### src/common/pgdss_pkg.sv
// Shared constants and types of the power-good, shutdown and sleep control block
package pgdss_pkg;
    // ==========================================================
    // Register map (byte pointer of the serial bus)
    localparam logic [7:0] ADDR_PG_DELAY  = 8'h43;
    localparam logic [7:0] ADDR_FORCE_SD  = 8'h91;
    localparam logic [7:0] ADDR_REG1_SLP  = 8'h92;
    localparam logic [7:0] ADDR_REG2_SLP  = 8'h93;

    // ==========================================================
    // Field layout and reset values
    localparam int         PG_SEL_W       = 3;
    localparam int         CODE_W         = 7;
    localparam int         SLP_EN_BIT     = 0;
    localparam int         SLP_CODE_LSB   = 1;
    localparam int         FORCE_SD_BIT   = 0;
    localparam logic [2:0] PG_SEL_RESET   = 3'h0;
    localparam logic [7:0] SLP_CTRL_RESET = 8'h00;
    localparam logic [7:0] READ_ZERO      = 8'h00;
    localparam logic [4:0] PG_RSVD_BITS   = 5'h00;
    localparam logic [3:0] SYNC_RESET     = 4'hf;
    localparam logic [3:0] BITS_PER_BYTE  = 4'h8;
    localparam int         NUM_REGS       = 2;

    // ==========================================================
    // Timing: power-good delays in microseconds, clock in MHz
    localparam int         CLK_MHZ        = 50;
    localparam int         PG_DELAY_US [8] = '{2500, 5000, 10000, 15000,
                                               20000, 50000, 75000, 100000};
    localparam int         PG_CNT_W       = 23;

    // ==========================================================
    // Serial bus slave states, Gray coded along a write
    typedef enum logic [3:0] {
        PGDSS_IDLE   = 4'h0,
        PGDSS_ADDR   = 4'h1,
        PGDSS_AACK   = 4'h3,
        PGDSS_PTR    = 4'h2,
        PGDSS_PACK   = 4'h6,
        PGDSS_WDATA  = 4'h7,
        PGDSS_WACK   = 4'h5,
        PGDSS_RDATA  = 4'h4,
        PGDSS_RACK   = 4'hc
    } pgdss_bus_st_t;
endpackage

### src/verilog/pgdss_pg_timer.sv
// Power-good assertion delay timer for the third general-purpose output
`timescale 1ns/1ps
module pgdss_pg_timer
    import pgdss_pkg::*;
#(
    parameter int US_CYCLES = CLK_MHZ
)
(
    // Clock and reset
    input  wire logic                sys_clk_i,
    input  wire logic                reset_i,
    // Control
    input  wire logic                rails_good_i,
    input  wire logic [PG_SEL_W-1:0] delay_sel_i,
    input  wire logic                bypass_i,
    input  wire logic                bus_level_i,
    // Output
    output logic                     pg_o
);
    typedef struct packed {
        logic [PG_CNT_W-1:0] cnt;
        logic                pg;
    } pgdss_tmr_st_t;

    pgdss_tmr_st_t q;
    pgdss_tmr_st_t next_q;
    logic [PG_CNT_W-1:0] target;

    // exact nominal count
    // Nominal cycle count; exact nominal sits well inside the tolerance band
    assign target = PG_CNT_W'(PG_DELAY_US[delay_sel_i] * US_CYCLES);

    // Count only while every grouped rail is in regulation
    always_comb
    begin
        next_q = q;
        if (bypass_i)
        begin
            next_q.cnt = '0;
            next_q.pg  = bus_level_i;
        end
        else if (!rails_good_i)
        begin
            next_q.cnt = '0;
            next_q.pg  = 1'b0;
        end
        else if (!q.pg)
        begin
            if (q.cnt == target - PG_CNT_W'(1))
                next_q.pg = 1'b1;
            else
                next_q.cnt = q.cnt + PG_CNT_W'(1);
        end
    end

    always_ff @(posedge sys_clk_i or posedge reset_i)
    begin
        if (reset_i)
            q <= '0;
        else
            q <= next_q;
    end

    assign pg_o = q.pg;

    // ==========================================================
    // Checks
    a_pg_needs_rails: assert property (@(posedge sys_clk_i) disable iff (reset_i)
        $rose(q.pg) && !$past(bypass_i) |-> $past(rails_good_i))
        else $error("power good rose without rails good");
    a_pg_delay_count: assert property (@(posedge sys_clk_i) disable iff (reset_i)
        $rose(q.pg) && !$past(bypass_i) |-> $past(q.cnt) == $past(target) - PG_CNT_W'(1))
        else $error("power good delay count wrong");
    a_pg_bypass_follow: assert property (@(posedge sys_clk_i) disable iff (reset_i)
        bypass_i |=> pg_o == $past(bus_level_i))
        else $error("bus-driven output not followed");
    c_pg_asserted: cover property (@(posedge sys_clk_i) disable iff (reset_i)
        $rose(q.pg) && !bypass_i);
endmodule

### src/verilog/pgdss_sleep_sel.sv
// Normal or sleep voltage code selection for one step-down regulator
`timescale 1ns/1ps
module pgdss_sleep_sel
    import pgdss_pkg::*;
(
    // Clock and reset
    input  wire logic              sys_clk_i,
    input  wire logic              reset_i,
    // Settings
    input  wire logic              sleep_en_i,
    input  wire logic              pin_sel_i,
    input  wire logic [CODE_W-1:0] sleep_code_i,
    input  wire logic [CODE_W-1:0] normal_code_i,
    // Synchronised sleep pins
    input  wire logic              pin_a_i,
    input  wire logic              pin_b_i,
    // Outputs
    output logic [CODE_W-1:0]      code_o,
    output logic                   sleep_o
);
    typedef struct packed {
        logic [CODE_W-1:0] code;
        logic              sleep;
    } pgdss_slp_st_t;

    pgdss_slp_st_t q;
    pgdss_slp_st_t next_q;
    logic          pin;

    assign pin = pin_sel_i ? pin_b_i : pin_a_i;

    // Sleep pin is active low
    always_comb
    begin
        next_q.sleep = sleep_en_i & ~pin;
        next_q.code  = next_q.sleep ? sleep_code_i : normal_code_i;
    end

    always_ff @(posedge sys_clk_i or posedge reset_i)
    begin
        if (reset_i)
            q <= '0;
        else
            q <= next_q;
    end

    assign code_o  = q.code;
    assign sleep_o = q.sleep;

    // ==========================================================
    // Checks
    a_sleep_off_normal: assert property (@(posedge sys_clk_i) disable iff (reset_i)
        !sleep_en_i |=> !sleep_o && code_o == $past(normal_code_i))
        else $error("disabled regulator left normal code");
    a_sleep_pin_low: assert property (@(posedge sys_clk_i) disable iff (reset_i)
        sleep_en_i && !pin |=> sleep_o && code_o == $past(sleep_code_i))
        else $error("sleep code not applied");
    a_sleep_pin_high: assert property (@(posedge sys_clk_i) disable iff (reset_i)
        sleep_en_i && (pin_sel_i ? pin_b_i : pin_a_i) |=> !sleep_o)
        else $error("sleep taken while assigned pin high");
    c_sleep_enter: cover property (@(posedge sys_clk_i) disable iff (reset_i) $rose(sleep_o));
endmodule

### src/verilog/pgdss_top.sv
// Serial-bus registers, forced shutdown, power-good delay and sleep selection
//
// Contract
// - Power-good delay chosen by 3-bit code: 2.5 to 100 ms.
// - Delay starts only once all grouped rails are in regulation.
// - Each delay may deviate ten percent from nominal.
// - Bus-driven output not used for termination enable ignores delay code.
// - Writing 1 to bit 0 starts emergency shutdown; 0 does nothing.
// - Shutdown resets the device and all registers.
// - Shutdown bit clears itself.
// - The write setting the shutdown bit gets no acknowledge.
// - Sleep enable 0 means normal voltage code always.
// - Sleep enable 1 uses sleep code while assigned pin is low.
// - Each regulator follows one of two sleep pins, fixed at factory.
// - Sleep code is 7 bits in bits 7:1, 25 mV steps.
`timescale 1ns/1ps
module pgdss_top
    import pgdss_pkg::*;
#(
    parameter logic [6:0] DEV_ADDR  = 7'h5e,   // Bus address, arbitrary value
    parameter int         US_CYCLES = CLK_MHZ  // Cycles per microsecond of delay
)
(
    // Clock and reset
    input  wire logic              sys_clk_i,
    input  wire logic              reset_i,
    // Serial bus pins
    input  wire logic              scl_i,
    input  wire logic              sda_i,
    output logic                   sda_o,
    output logic                   sda_oe_o,
    // Sleep pins and factory choice
    input  wire logic              sleep_pin_a_i,
    input  wire logic              sleep_pin_b_i,
    input  wire logic              reg1_pin_sel_i,
    input  wire logic              reg2_pin_sel_i,
    // Normal voltage codes
    input  wire logic [CODE_W-1:0] reg1_normal_voltage_code_i,
    input  wire logic [CODE_W-1:0] reg2_normal_voltage_code_i,
    // Power-good source
    input  wire logic              rails_good_i,
    input  wire logic              pg_src_bus_i,
    input  wire logic              pg_vtt_use_i,
    input  wire logic              pg_bus_level_i,
    // Outputs
    output logic                   power_good_out_c_o,
    output logic [CODE_W-1:0]      reg1_voltage_code_o,
    output logic                   reg1_sleep_o,
    output logic [CODE_W-1:0]      reg2_voltage_code_o,
    output logic                   reg2_sleep_o,
    output logic                   shutdown_o
);
    // ==========================================================
    // Elaboration checks
    if (US_CYCLES < 1 || US_CYCLES > 80)
    begin : g_bad_rate
        $error("US_CYCLES out of range");
    end

    // ==========================================================
    // State
    typedef struct packed {
        logic [3:0]          sy1;      // First sync stage
        logic [3:0]          sy2;      // Second sync stage
        logic                scl_q;
        logic                sda_q;
        pgdss_bus_st_t       st;
        logic [3:0]          bits;
        logic [7:0]          shreg;
        logic [7:0]          ptr;
        logic                rw;
        logic                nack;
        logic                oe;
        logic                shutdown;
        logic [PG_SEL_W-1:0] pg_sel;
        logic [7:0]          slp1;
        logic [7:0]          slp2;
    } pgdss_top_st_t;

    localparam pgdss_top_st_t ST_RESET = '{
        sy1: SYNC_RESET, sy2: SYNC_RESET, scl_q: 1'b1, sda_q: 1'b1,
        st: PGDSS_IDLE, bits: 4'h0, shreg: 8'h00, ptr: 8'h00, rw: 1'b0,
        nack: 1'b0, oe: 1'b0, shutdown: 1'b0, pg_sel: PG_SEL_RESET,
        slp1: SLP_CTRL_RESET, slp2: SLP_CTRL_RESET};

    pgdss_top_st_t q;
    pgdss_top_st_t next_q;

    logic scl_s;
    logic sda_s;
    logic rise;
    logic fall;
    logic start;
    logic stop;

    // Only the second sync stage is looked at
    assign scl_s = q.sy2[0];
    assign sda_s = q.sy2[1];
    assign rise  = scl_s & ~q.scl_q;
    assign fall  = ~scl_s & q.scl_q;
    assign start = scl_s & q.scl_q & q.sda_q & ~sda_s;
    assign stop  = scl_s & q.scl_q & ~q.sda_q & sda_s;

    // Read data for the current pointer; shutdown bit always reads zero
    function automatic logic [7:0] read_reg(input pgdss_top_st_t s, input logic [7:0] a);
        logic [7:0] d;
        d = READ_ZERO;
        case (a)
            ADDR_PG_DELAY: d = {PG_RSVD_BITS, s.pg_sel};
            ADDR_REG1_SLP: d = s.slp1;
            ADDR_REG2_SLP: d = s.slp2;
            default:       d = READ_ZERO;
        endcase
        return d;
    endfunction

    // ==========================================================
    // Serial bus slave and register file
    always_comb
    begin
        next_q          = q;
        next_q.sy1      = {sleep_pin_b_i, sleep_pin_a_i, sda_i, scl_i};
        next_q.sy2      = q.sy1;
        next_q.scl_q    = scl_s;
        next_q.sda_q    = sda_s;
        next_q.shutdown = 1'b0;
        if (rise && q.st != PGDSS_IDLE)
        begin
            next_q.shreg = {q.shreg[6:0], sda_s};
            next_q.bits  = q.bits + 4'h1;
            next_q.nack  = sda_s;
        end
        // Start and stop win over any byte in progress
        if (start)
        begin
            next_q.st   = PGDSS_ADDR;
            next_q.bits = 4'h0;
            next_q.oe   = 1'b0;
        end
        else if (stop)
        begin
            next_q.st = PGDSS_IDLE;
            next_q.oe = 1'b0;
        end
        else if (fall)
        begin
            case (q.st)
                PGDSS_IDLE:
                    next_q.oe = 1'b0;
                PGDSS_ADDR:
                    if (q.bits == BITS_PER_BYTE)
                    begin
                        if (q.shreg[7:1] == DEV_ADDR)
                        begin
                            next_q.st = PGDSS_AACK;
                            next_q.oe = 1'b1;
                            next_q.rw = q.shreg[0];
                        end
                        else
                            next_q.st = PGDSS_IDLE;
                    end
                PGDSS_AACK:
                begin
                    next_q.bits = 4'h0;
                    if (q.rw)
                    begin
                        next_q.shreg = read_reg(q, q.ptr);
                        next_q.oe    = ~next_q.shreg[7];
                        next_q.st    = PGDSS_RDATA;
                    end
                    else
                    begin
                        next_q.oe = 1'b0;
                        next_q.st = PGDSS_PTR;
                    end
                end
                PGDSS_PTR:
                    if (q.bits == BITS_PER_BYTE)
                    begin
                        next_q.ptr = q.shreg;
                        next_q.oe  = 1'b1;
                        next_q.st  = PGDSS_PACK;
                    end
                PGDSS_PACK, PGDSS_WACK:
                begin
                    next_q.oe   = 1'b0;
                    next_q.bits = 4'h0;
                    next_q.st   = PGDSS_WDATA;
                    if (q.st == PGDSS_WACK)
                        next_q.ptr = q.ptr + 8'h01;
                end
                PGDSS_WDATA:
                    if (q.bits == BITS_PER_BYTE)
                    begin
                        next_q.oe = 1'b1;
                        next_q.st = PGDSS_WACK;
                        case (q.ptr)
                            ADDR_PG_DELAY: next_q.pg_sel = q.shreg[PG_SEL_W-1:0];
                            ADDR_REG1_SLP: next_q.slp1 = q.shreg;
                            ADDR_REG2_SLP: next_q.slp2 = q.shreg;
                            default:       next_q.oe = 1'b1;
                        endcase
                        if (q.ptr == ADDR_FORCE_SD && q.shreg[FORCE_SD_BIT])
                        begin
                            next_q          = ST_RESET;
                            next_q.shutdown = 1'b1;
                        end
                    end
                PGDSS_RDATA:
                    if (q.bits == BITS_PER_BYTE)
                    begin
                        next_q.oe  = 1'b0;
                        next_q.ptr = q.ptr + 8'h01;
                        next_q.st  = PGDSS_RACK;
                    end
                    else
                    begin
                        // The rising edge has already shifted, so the next bit sits on top
                        next_q.oe = ~q.shreg[7];
                    end
                PGDSS_RACK:
                    // Host not acknowledging ends the read
                    if (q.nack)
                        next_q.st = PGDSS_IDLE;
                    else
                    begin
                        next_q.bits  = 4'h0;
                        next_q.shreg = read_reg(q, q.ptr);
                        next_q.oe    = ~next_q.shreg[7];
                        next_q.st    = PGDSS_RDATA;
                    end
                default:
                begin
                    next_q.st = PGDSS_IDLE;
                    next_q.oe = 1'b0;
                end
            endcase
        end
    end

    always_ff @(posedge sys_clk_i or posedge reset_i)
    begin
        if (reset_i)
            q <= ST_RESET;
        else
            q <= next_q;
    end

    // Open-drain: only ever pulls low
    assign sda_o      = 1'b0;
    assign sda_oe_o   = q.oe;
    assign shutdown_o = q.shutdown;

    // ==========================================================
    // Power-good delay
    // bypass, shutdown restart
    pgdss_pg_timer #(
        .US_CYCLES (US_CYCLES)
    ) u_pg_timer (
        .sys_clk_i    (sys_clk_i),
        .reset_i      (reset_i),
        .rails_good_i (rails_good_i & ~q.shutdown),
        .delay_sel_i  (q.pg_sel),
        .bypass_i     (pg_src_bus_i & ~pg_vtt_use_i),
        .bus_level_i  (pg_bus_level_i),
        .pg_o         (power_good_out_c_o)
    );

    // ==========================================================
    // Sleep selection, one per regulator
    logic [7:0]        slp_ctrl [NUM_REGS];
    logic              pin_sel  [NUM_REGS];
    logic [CODE_W-1:0] norm     [NUM_REGS];
    logic [CODE_W-1:0] code     [NUM_REGS];
    logic              sleep    [NUM_REGS];

    assign slp_ctrl[0] = q.slp1;
    assign slp_ctrl[1] = q.slp2;
    assign pin_sel[0]  = reg1_pin_sel_i;
    assign pin_sel[1]  = reg2_pin_sel_i;
    assign norm[0]     = reg1_normal_voltage_code_i;
    assign norm[1]     = reg2_normal_voltage_code_i;

    for (genvar g = 0; g < NUM_REGS; g++)
    begin : g_reg
        pgdss_sleep_sel u_sel (
            .sys_clk_i     (sys_clk_i),
            .reset_i       (reset_i),
            .sleep_en_i    (slp_ctrl[g][SLP_EN_BIT]),
            .pin_sel_i     (pin_sel[g]),
            .sleep_code_i  (slp_ctrl[g][SLP_CODE_LSB +: CODE_W]),
            .normal_code_i (norm[g]),
            .pin_a_i       (q.sy2[2]),
            .pin_b_i       (q.sy2[3]),
            .code_o        (code[g]),
            .sleep_o       (sleep[g])
        );
    end

    assign reg1_voltage_code_o = code[0];
    assign reg1_sleep_o        = sleep[0];
    assign reg2_voltage_code_o = code[1];
    assign reg2_sleep_o        = sleep[1];

    // ==========================================================
    // Checks
    a_sd_no_ack: assert property (@(posedge sys_clk_i) disable iff (reset_i)
        shutdown_o |-> !sda_oe_o ##1 !sda_oe_o)
        else $error("shutdown write was acknowledged");
    a_sd_regs_reset: assert property (@(posedge sys_clk_i) disable iff (reset_i)
        shutdown_o |-> q.pg_sel == PG_SEL_RESET && q.slp1 == SLP_CTRL_RESET
                       && q.slp2 == SLP_CTRL_RESET && q.st == PGDSS_IDLE)
        else $error("registers not reset by shutdown");
    a_sd_self_clear: assert property (@(posedge sys_clk_i) disable iff (reset_i)
        shutdown_o |=> !shutdown_o)
        else $error("shutdown bit did not clear");
    a_sd_cause: assert property (@(posedge sys_clk_i) disable iff (reset_i)
        shutdown_o |-> $past(q.ptr) == ADDR_FORCE_SD && $past(q.shreg[FORCE_SD_BIT]))
        else $error("shutdown without a one written");
    a_ack_after_write: assert property (@(posedge sys_clk_i) disable iff (reset_i)
        q.st == PGDSS_WDATA && fall && q.bits == BITS_PER_BYTE && q.ptr == ADDR_REG1_SLP
        |=> q.slp1 == $past(q.shreg) && sda_oe_o)
        else $error("sleep register write lost");
    c_sd_taken: cover property (@(posedge sys_clk_i) disable iff (reset_i) shutdown_o);
endmodule

### config.mk
export PLATFORM = sky130hd
export DESIGN_NAME = pgdss_top
export DESIGN_NICKNAME = d
export VERILOG_FILES = /design/src/common/pgdss_pkg.sv /design/src/verilog/pgdss_pg_timer.sv /design/src/verilog/pgdss_sleep_sel.sv /design/src/verilog/pgdss_top.sv
export SDC_FILE = /design/constraint.sdc
export NUM_CORES = 1
export LEC_CHECK = 0
export BUFFER_PORTS_ARGS = -buffer_cell sky130_fd_sc_hd__buf_2
export CORE_MARGIN = 3
export CORE_UTILIZATION = 55
export CTS_BUF_LIST = sky130_fd_sc_hd__clkbuf_8 sky130_fd_sc_hd__clkbuf_16
export DETAILED_ROUTE_END_ITERATION = 8
export PLACE_DENSITY = 0.76
export REMOVE_ABC_BUFFERS = 1
export SETUP_SLACK_MARGIN = 0.15
export SYNTH_ARGS = -nofsm -noshare
export SYNTH_HDL_FRONTEND = slang
export SYNTH_SLANG_ARGS = --single-unit
export TNS_END_PERCENT = 5
### constraint.sdc
create_clock -name sys_clk_i -period 6 [get_ports sys_clk_i]
set_clock_uncertainty 0.1 [all_clocks]
set_input_delay 0.6 -clock sys_clk_i [delete_from_list [all_inputs] [get_ports sys_clk_i]]
set_output_delay 0.6 -clock sys_clk_i [all_outputs]
set_load 0.02 [all_outputs]
After elaboration in Yosys (flattened, before gate mapping) --
Memories as Yosys holds them, arrays and structs flattened. Cells that the tools add are included.
Storage, ports and cells: register bits 97, latch bits 0, bits in writable memories 0, bits in read-only memories 256, input port bits 26, output and inout bits 20, word-level logic and storage cells 172, memories 1
Memory list:
- (name not given) | words 8, width 32, read ports 1, clocked after memory_dff 0, write ports 0, RTL line pgdss_pg_timer.sv:31 | assign target = PG_CNT_W'(PG_DELAY_US[delay_sel_i] * US_CYCLES);
Cells by class: $add $sub $neg 4, multipliers 1, div/mod/pow operators 0, order comparisons 1, equality and inequality tests 31, shift operators 0, muxes and demuxes 68, bitwise gates (word level) 25, reductions and logical operators 20
Operators with widths (number):
- $mux W57 | 3
- $mux W8 | 17
- $mux W24 | 3
- $mux W32 | 2
- $mux W20 | 3
- $pmux W8 S3 | 2
- $mul A32 B6 Y22 const B | 1
- $pmux W4 S8 | 1
- $pmux W8 S4 | 1
- $mux W10 | 3
- $reduce_and A6 Y1 | 5
- $eq A8 B8 Y1 const B | 3
- $mux W12 | 2
- $ne A4 B4 Y1 const B | 6
- $add A23 B1 Y23 const B | 1
- $eq A23 B23 Y1 | 1
- $mux W23 | 1
- $sub A23 B1 Y23 const B | 1
- $mux W22 | 1
- $mux W18 | 1
- $eq A4 B3 Y1 const B | 4
- $mux W4 | 4
- $mux W1 | 15
- $mux W7 | 2
- other kinds (28) | 67

Longest topological paths before layout --
depth in word-level cells 13, depth in mapped cells 27, mapped depth without buffers 22

Modules after synthesis --
From an unflattened synthesis, not the netlist that was laid out.
Unflattened totals: cell total of the unflattened synthesis 798, area total of the unflattened synthesis 7297.0 µm²
By module, submodules not included:
- pgdss_pg_timer | times used 1, cells each 408, area each 3398.3 µm², sequential area each 600.6 µm²
- pgdss_top | times used 1, cells each 352, area each 3293.2 µm², sequential area each 1438.9 µm²
- pgdss_sleep_sel | times used 2, cells each 19, area each 302.8 µm², sequential area each 200.2 µm²

Worst setup path before layout --
OpenSTA, ideal clock, no wires.
path kind reg2reg, start point register q[18] (netlist bit), end point register u_pg_timer.q[2] (netlist bit), library setup time 132 ps, arrival time 5685 ps, data required time 5768 ps, slack 83 ps, cell stages (with the launch flop) 27, buffers on the path 7, clock period less this slack 5917 ps, path through dfrtp_1 -> buf_2 -> clkbuf_1 -> clkbuf_1 -> clkbuf_1 -> nand2_1 -> a21boi_0 -> ha_1 -> inv_1 -> fa_1 -> inv_1 -> ha_1 -> ha_1 -> clkbuf_1 -> inv_1 -> a21oi_1 -> o21ai_0 -> a221o_1 -> a2111oi_2 -> nand3_1 -> o21ba_1 -> o311a_1 -> a211oi_4 -> buf_6 -> buf_6 -> mux2i_1 -> nor2_1
Between the ends: longest elaborated chain between the ends 9
RTL lines:
- from (decl) | RTL line pgdss_top.sv:86 | pgdss_top_st_t q;
- from (signal assigned) | RTL line pgdss_top.sv:246 | q <= next_q;
- $not A3 Y4 (not written as such) | RTL line pgdss_pg_timer.sv:31
- $mem_v2 Z8 W32
- $mux W32 (not written as such) (2 in series) | RTL line pgdss_pg_timer.sv:31
- $mul A32 B6 Y22 | RTL line pgdss_pg_timer.sv:31
- $sub A23 B1 Y23 | RTL line pgdss_pg_timer.sv:49 | if (q.cnt == target - PG_CNT_W'(1))
- $eq A23 B23 Y1 | RTL line pgdss_pg_timer.sv:49
- $ne A3 B3 Y1 (no line)
- $reduce_and A2 Y1 (no line)
- to (signal assigned) | RTL line pgdss_pg_timer.sv:61 | q <= next_q;
- to (decl) | RTL line pgdss_pg_timer.sv:25 | pgdss_tmr_st_t q;
No other way between the ends. The select of a mux whose other input is x is not followed. A chain may end at the register's enable or synchronous reset.

Worst setup path in the final report --
start point register q[17] (netlist bit), end point register u_pg_timer.q[21] (netlist bit)
Same word-level chain as after synthesis.

==> results.ini <==
[synth]
ys_types=74
avgSynthCellArea_um2=8.435
muxShareOfSynthArea_pct=2.281
synth-simple-area-share_pct=23.57
synth_compound_area_share_pct=18.99
netlist_instances=839
synth_common_cells=nand2_1, dfrtp_1, o21ai_0
synthXorXnorAreaFrac_pct=5.357
ys.flop_type=dfrtp_1
synth_edf_count=0
synth_top_family_by_area=simple AND/OR/NAND/NOR gates
post-synth-top-count-cell=nand2_1
syn_area_um2=7077
synth-adder-area-share_pct=10.79
synth.area.top_cells=dfrtp_1, ha_1, nand2_1
yosys_warnings=0
ys_ff_latch=97
synthArstFlopShare_pct=100.0
yosys.area.top_type_share_pct=30.76
yosysTopAreaCell=dfrtp_1
ys_seq_area_share_pct=34.48

[timing]
rsz0062_at_grt=yes
setup_viol=0
finalHoldViolCount=0
finalCritPeriodShare_pct=93.37
setup_tns_ps=0
max_freq_ghz=0.1785
fin_crit_ps=5602
tightest_slew_ps=1021
drv_slew=0
relSlewSlack_pct=31.91

[floorplanning]
die_area_um2=14260
initial_core_util_pct=57.48
io_pins=46
fp.dieH_um=119.4
dieWidth_um=119.4
coreArea_um2=12310
num_rows=40

[finish]
area_growth_pct=10.82
drive_gt1_share_pct=14.64
diodes=0
nets=958
final_cells=1049

[routing]
drc=0
first_pass_iters=7
drt-initial-drc-count=517
wl_per_cell_um=17.41
via_per_inst=6.129
wl_mm=18.27
via_count=6429
ant_nets=0

[place]
portBuffers=44
post-dp-hpwl_mm=13.53
place_congestion=0.9355
dpl.cell_count=1028

[power]
ir_drop_mv=0.1928
p_per_area_nw_per_um2=198.5
p_leak_nw=3.549

[grt]
grtUsageTotal_pct=25.64
antenna_found_initial=0
grt_overflow_total=0
grt_pass1_wl_mm=29.89
grt_max_degree=84
grt_pass1_vias=6052

[setup_path]
worstPathArrival_ps=5770
critPathCaptureType=flip-flop
crit_path_cell_trace=inv_2, ha_1, a21oi_1, inv_1, ha_1, fa_1, nor2b_1, ha_1, a21oi_1, o21ai_1, nand3_2, a221o_1, a2111oi_2, nand3_1, nor3b_2, o311a_1, a211oi_4, buf_4, or4_1, a21oi_1
critPathRequiredTime_ps=6170
start_kind=flip-flop
path_class=flip-flop to flip-flop
cpPeakStageDelay_ps=510
cpMaxStageDelayCell=or4_1
cp_max_fo=23

[clock_tree]
clkSinkCount=97
clk_latency_ps=350
cts_tree=built
htree_num_levels=3
cts-buffers-inserted=9
clk_pin_slew_worst_paths_ps=70
clockBufferDepth=2
cts_root_buffer=clkbuf_16

[hold_path]
min_path_type=input pin to asynchronous set/reset pin

[outcome]
status=finished, final reports clean

[run]
drv_cap=0

==> kinds of logic (layout without fill, tap and decap cells) <==
logic type               count (synthesis)  after routing
other                                    1              2
buffers and inverters                   77            118
adder cells (fa/ha/maj)                 57             57
flip-flops                              97             97
AO/OA/AOI/OAI                          214            214
XOR/XNOR                                40             40
multiplexers                            16             16
AND/OR/NAND/NOR                        337            337
==> cells in the final DEF, fill, tap and decap left out, types with 24 or more instances in the layout <==
| cell | n |
|---|---|
| ha_1 | 44 |
| o21ai_0 | 75 |
| a21oi_1 | 49 |
| xnor2_1 | 25 |
| buf_2 | 44 |
| inv_1 | 33 |
| nand3_1 | 24 |
| nor2_1 | 53 |
| dfrtp_1 | 86 |
| nand2_1 | 122 |
==> routing by layer <==
| layer | vias to the layer above | wire length [um] | GRT usage (%) | share of wire, % |
|---|---|---|---|---|
| met5 | - | 0 | 0 | 0 |
| met4 | 0 | 564 | 9.878 | 3.1 |
| met3 | 55 | 835 | 3.989 | 4.6 |
| met2 | 221 | 9233 | 43.34 | 51 |
| met1 | 3085 | 7631 | 33.13 | 42 |
| li1 | 3068 | - | - | - |
==> per-stage QoR <==
stage	hold slack (ps)	util, %	setup slack [ps]	total power, mW	instance area [um^2]
2_1_floorplan	359.6	-	82.12	0.8967	6905
3_3_place_gp	397.0	60.57	394.6	0.9559	7457
3_5_place_dp	392.9	60.57	208.6	0.9692	7457
4_1_cts	51.49	63.12	204.8	1.563	7771
5_1_grt	71.27	63.70	107.9	1.627	7843
6_report	59.73	63.70	397.9	1.557	7843
==> sequential cells by signal, summed over array words and instances, names as in the netlist <==
name and cells:
u_pg_timer.q 23, g.u_sel.sleep_o 2, q 55, g.u_sel.code_o 14, sda_oe_o 1, shutdown_o 1
u_pg_timer.pg_o 1
==> where the power goes <==
group          total [mW]  leakage [nW]  internal (mW)  switching [mW]
clock network       0.598         0.151          0.340           0.257
logic               0.185          2.13         0.0801           0.105
registers           0.774          1.27          0.705          0.0696
total                1.56          3.55           1.13           0.432
==> critical path: cells and delay by family (launching register included) <==
kind | cells | cell delay, ps
AO/OA/AOI/OAI | 8 | 1770
adder cells (fa/ha/maj) | 4 | 1430
buffers and inverters | 3 | 450
flip-flops | 1 | 430
AND/OR/NAND/NOR | 5 | 1360
==> worst paths after layout <==
path	startpoint	to	slack [ps]	cells after the start
setup reg to reg	q[17]	u_pg_timer.q[21]	400	20
max in group asynchronous	reset_i	q[18]	4430	3
min in group sys_clk_i	sleep_pin_b_i	q[56]	340	2
setup / recovery	q[17]	u_pg_timer.q[21]	400	20
hold reg to reg	q[15]	g_reg[0].u_sel.code_o[6]	410	2
hold / removal	reset_i	u_pg_timer.q[11]	60	2
==> timing repair <==
item | 4_1_cts | 5_1_grt
endpoints found under the setup margin | 0 | 24
resized for setup | 0 | 15
buffers inserted | 0 | 5
hold buffers | 0 | 0
==> layout make-up <==
cell class,instances,area (um^2)
fill,1062,4469
multi-input combinational,666,4362
sequential,97,2441
timing repair buffer,64,370.4
clock buffer,10,239.0
tap,168,210.2
inverter,38,145.1
clock inverter,6,75.07
No activity file was read; power rests on OpenSTA's default activity.
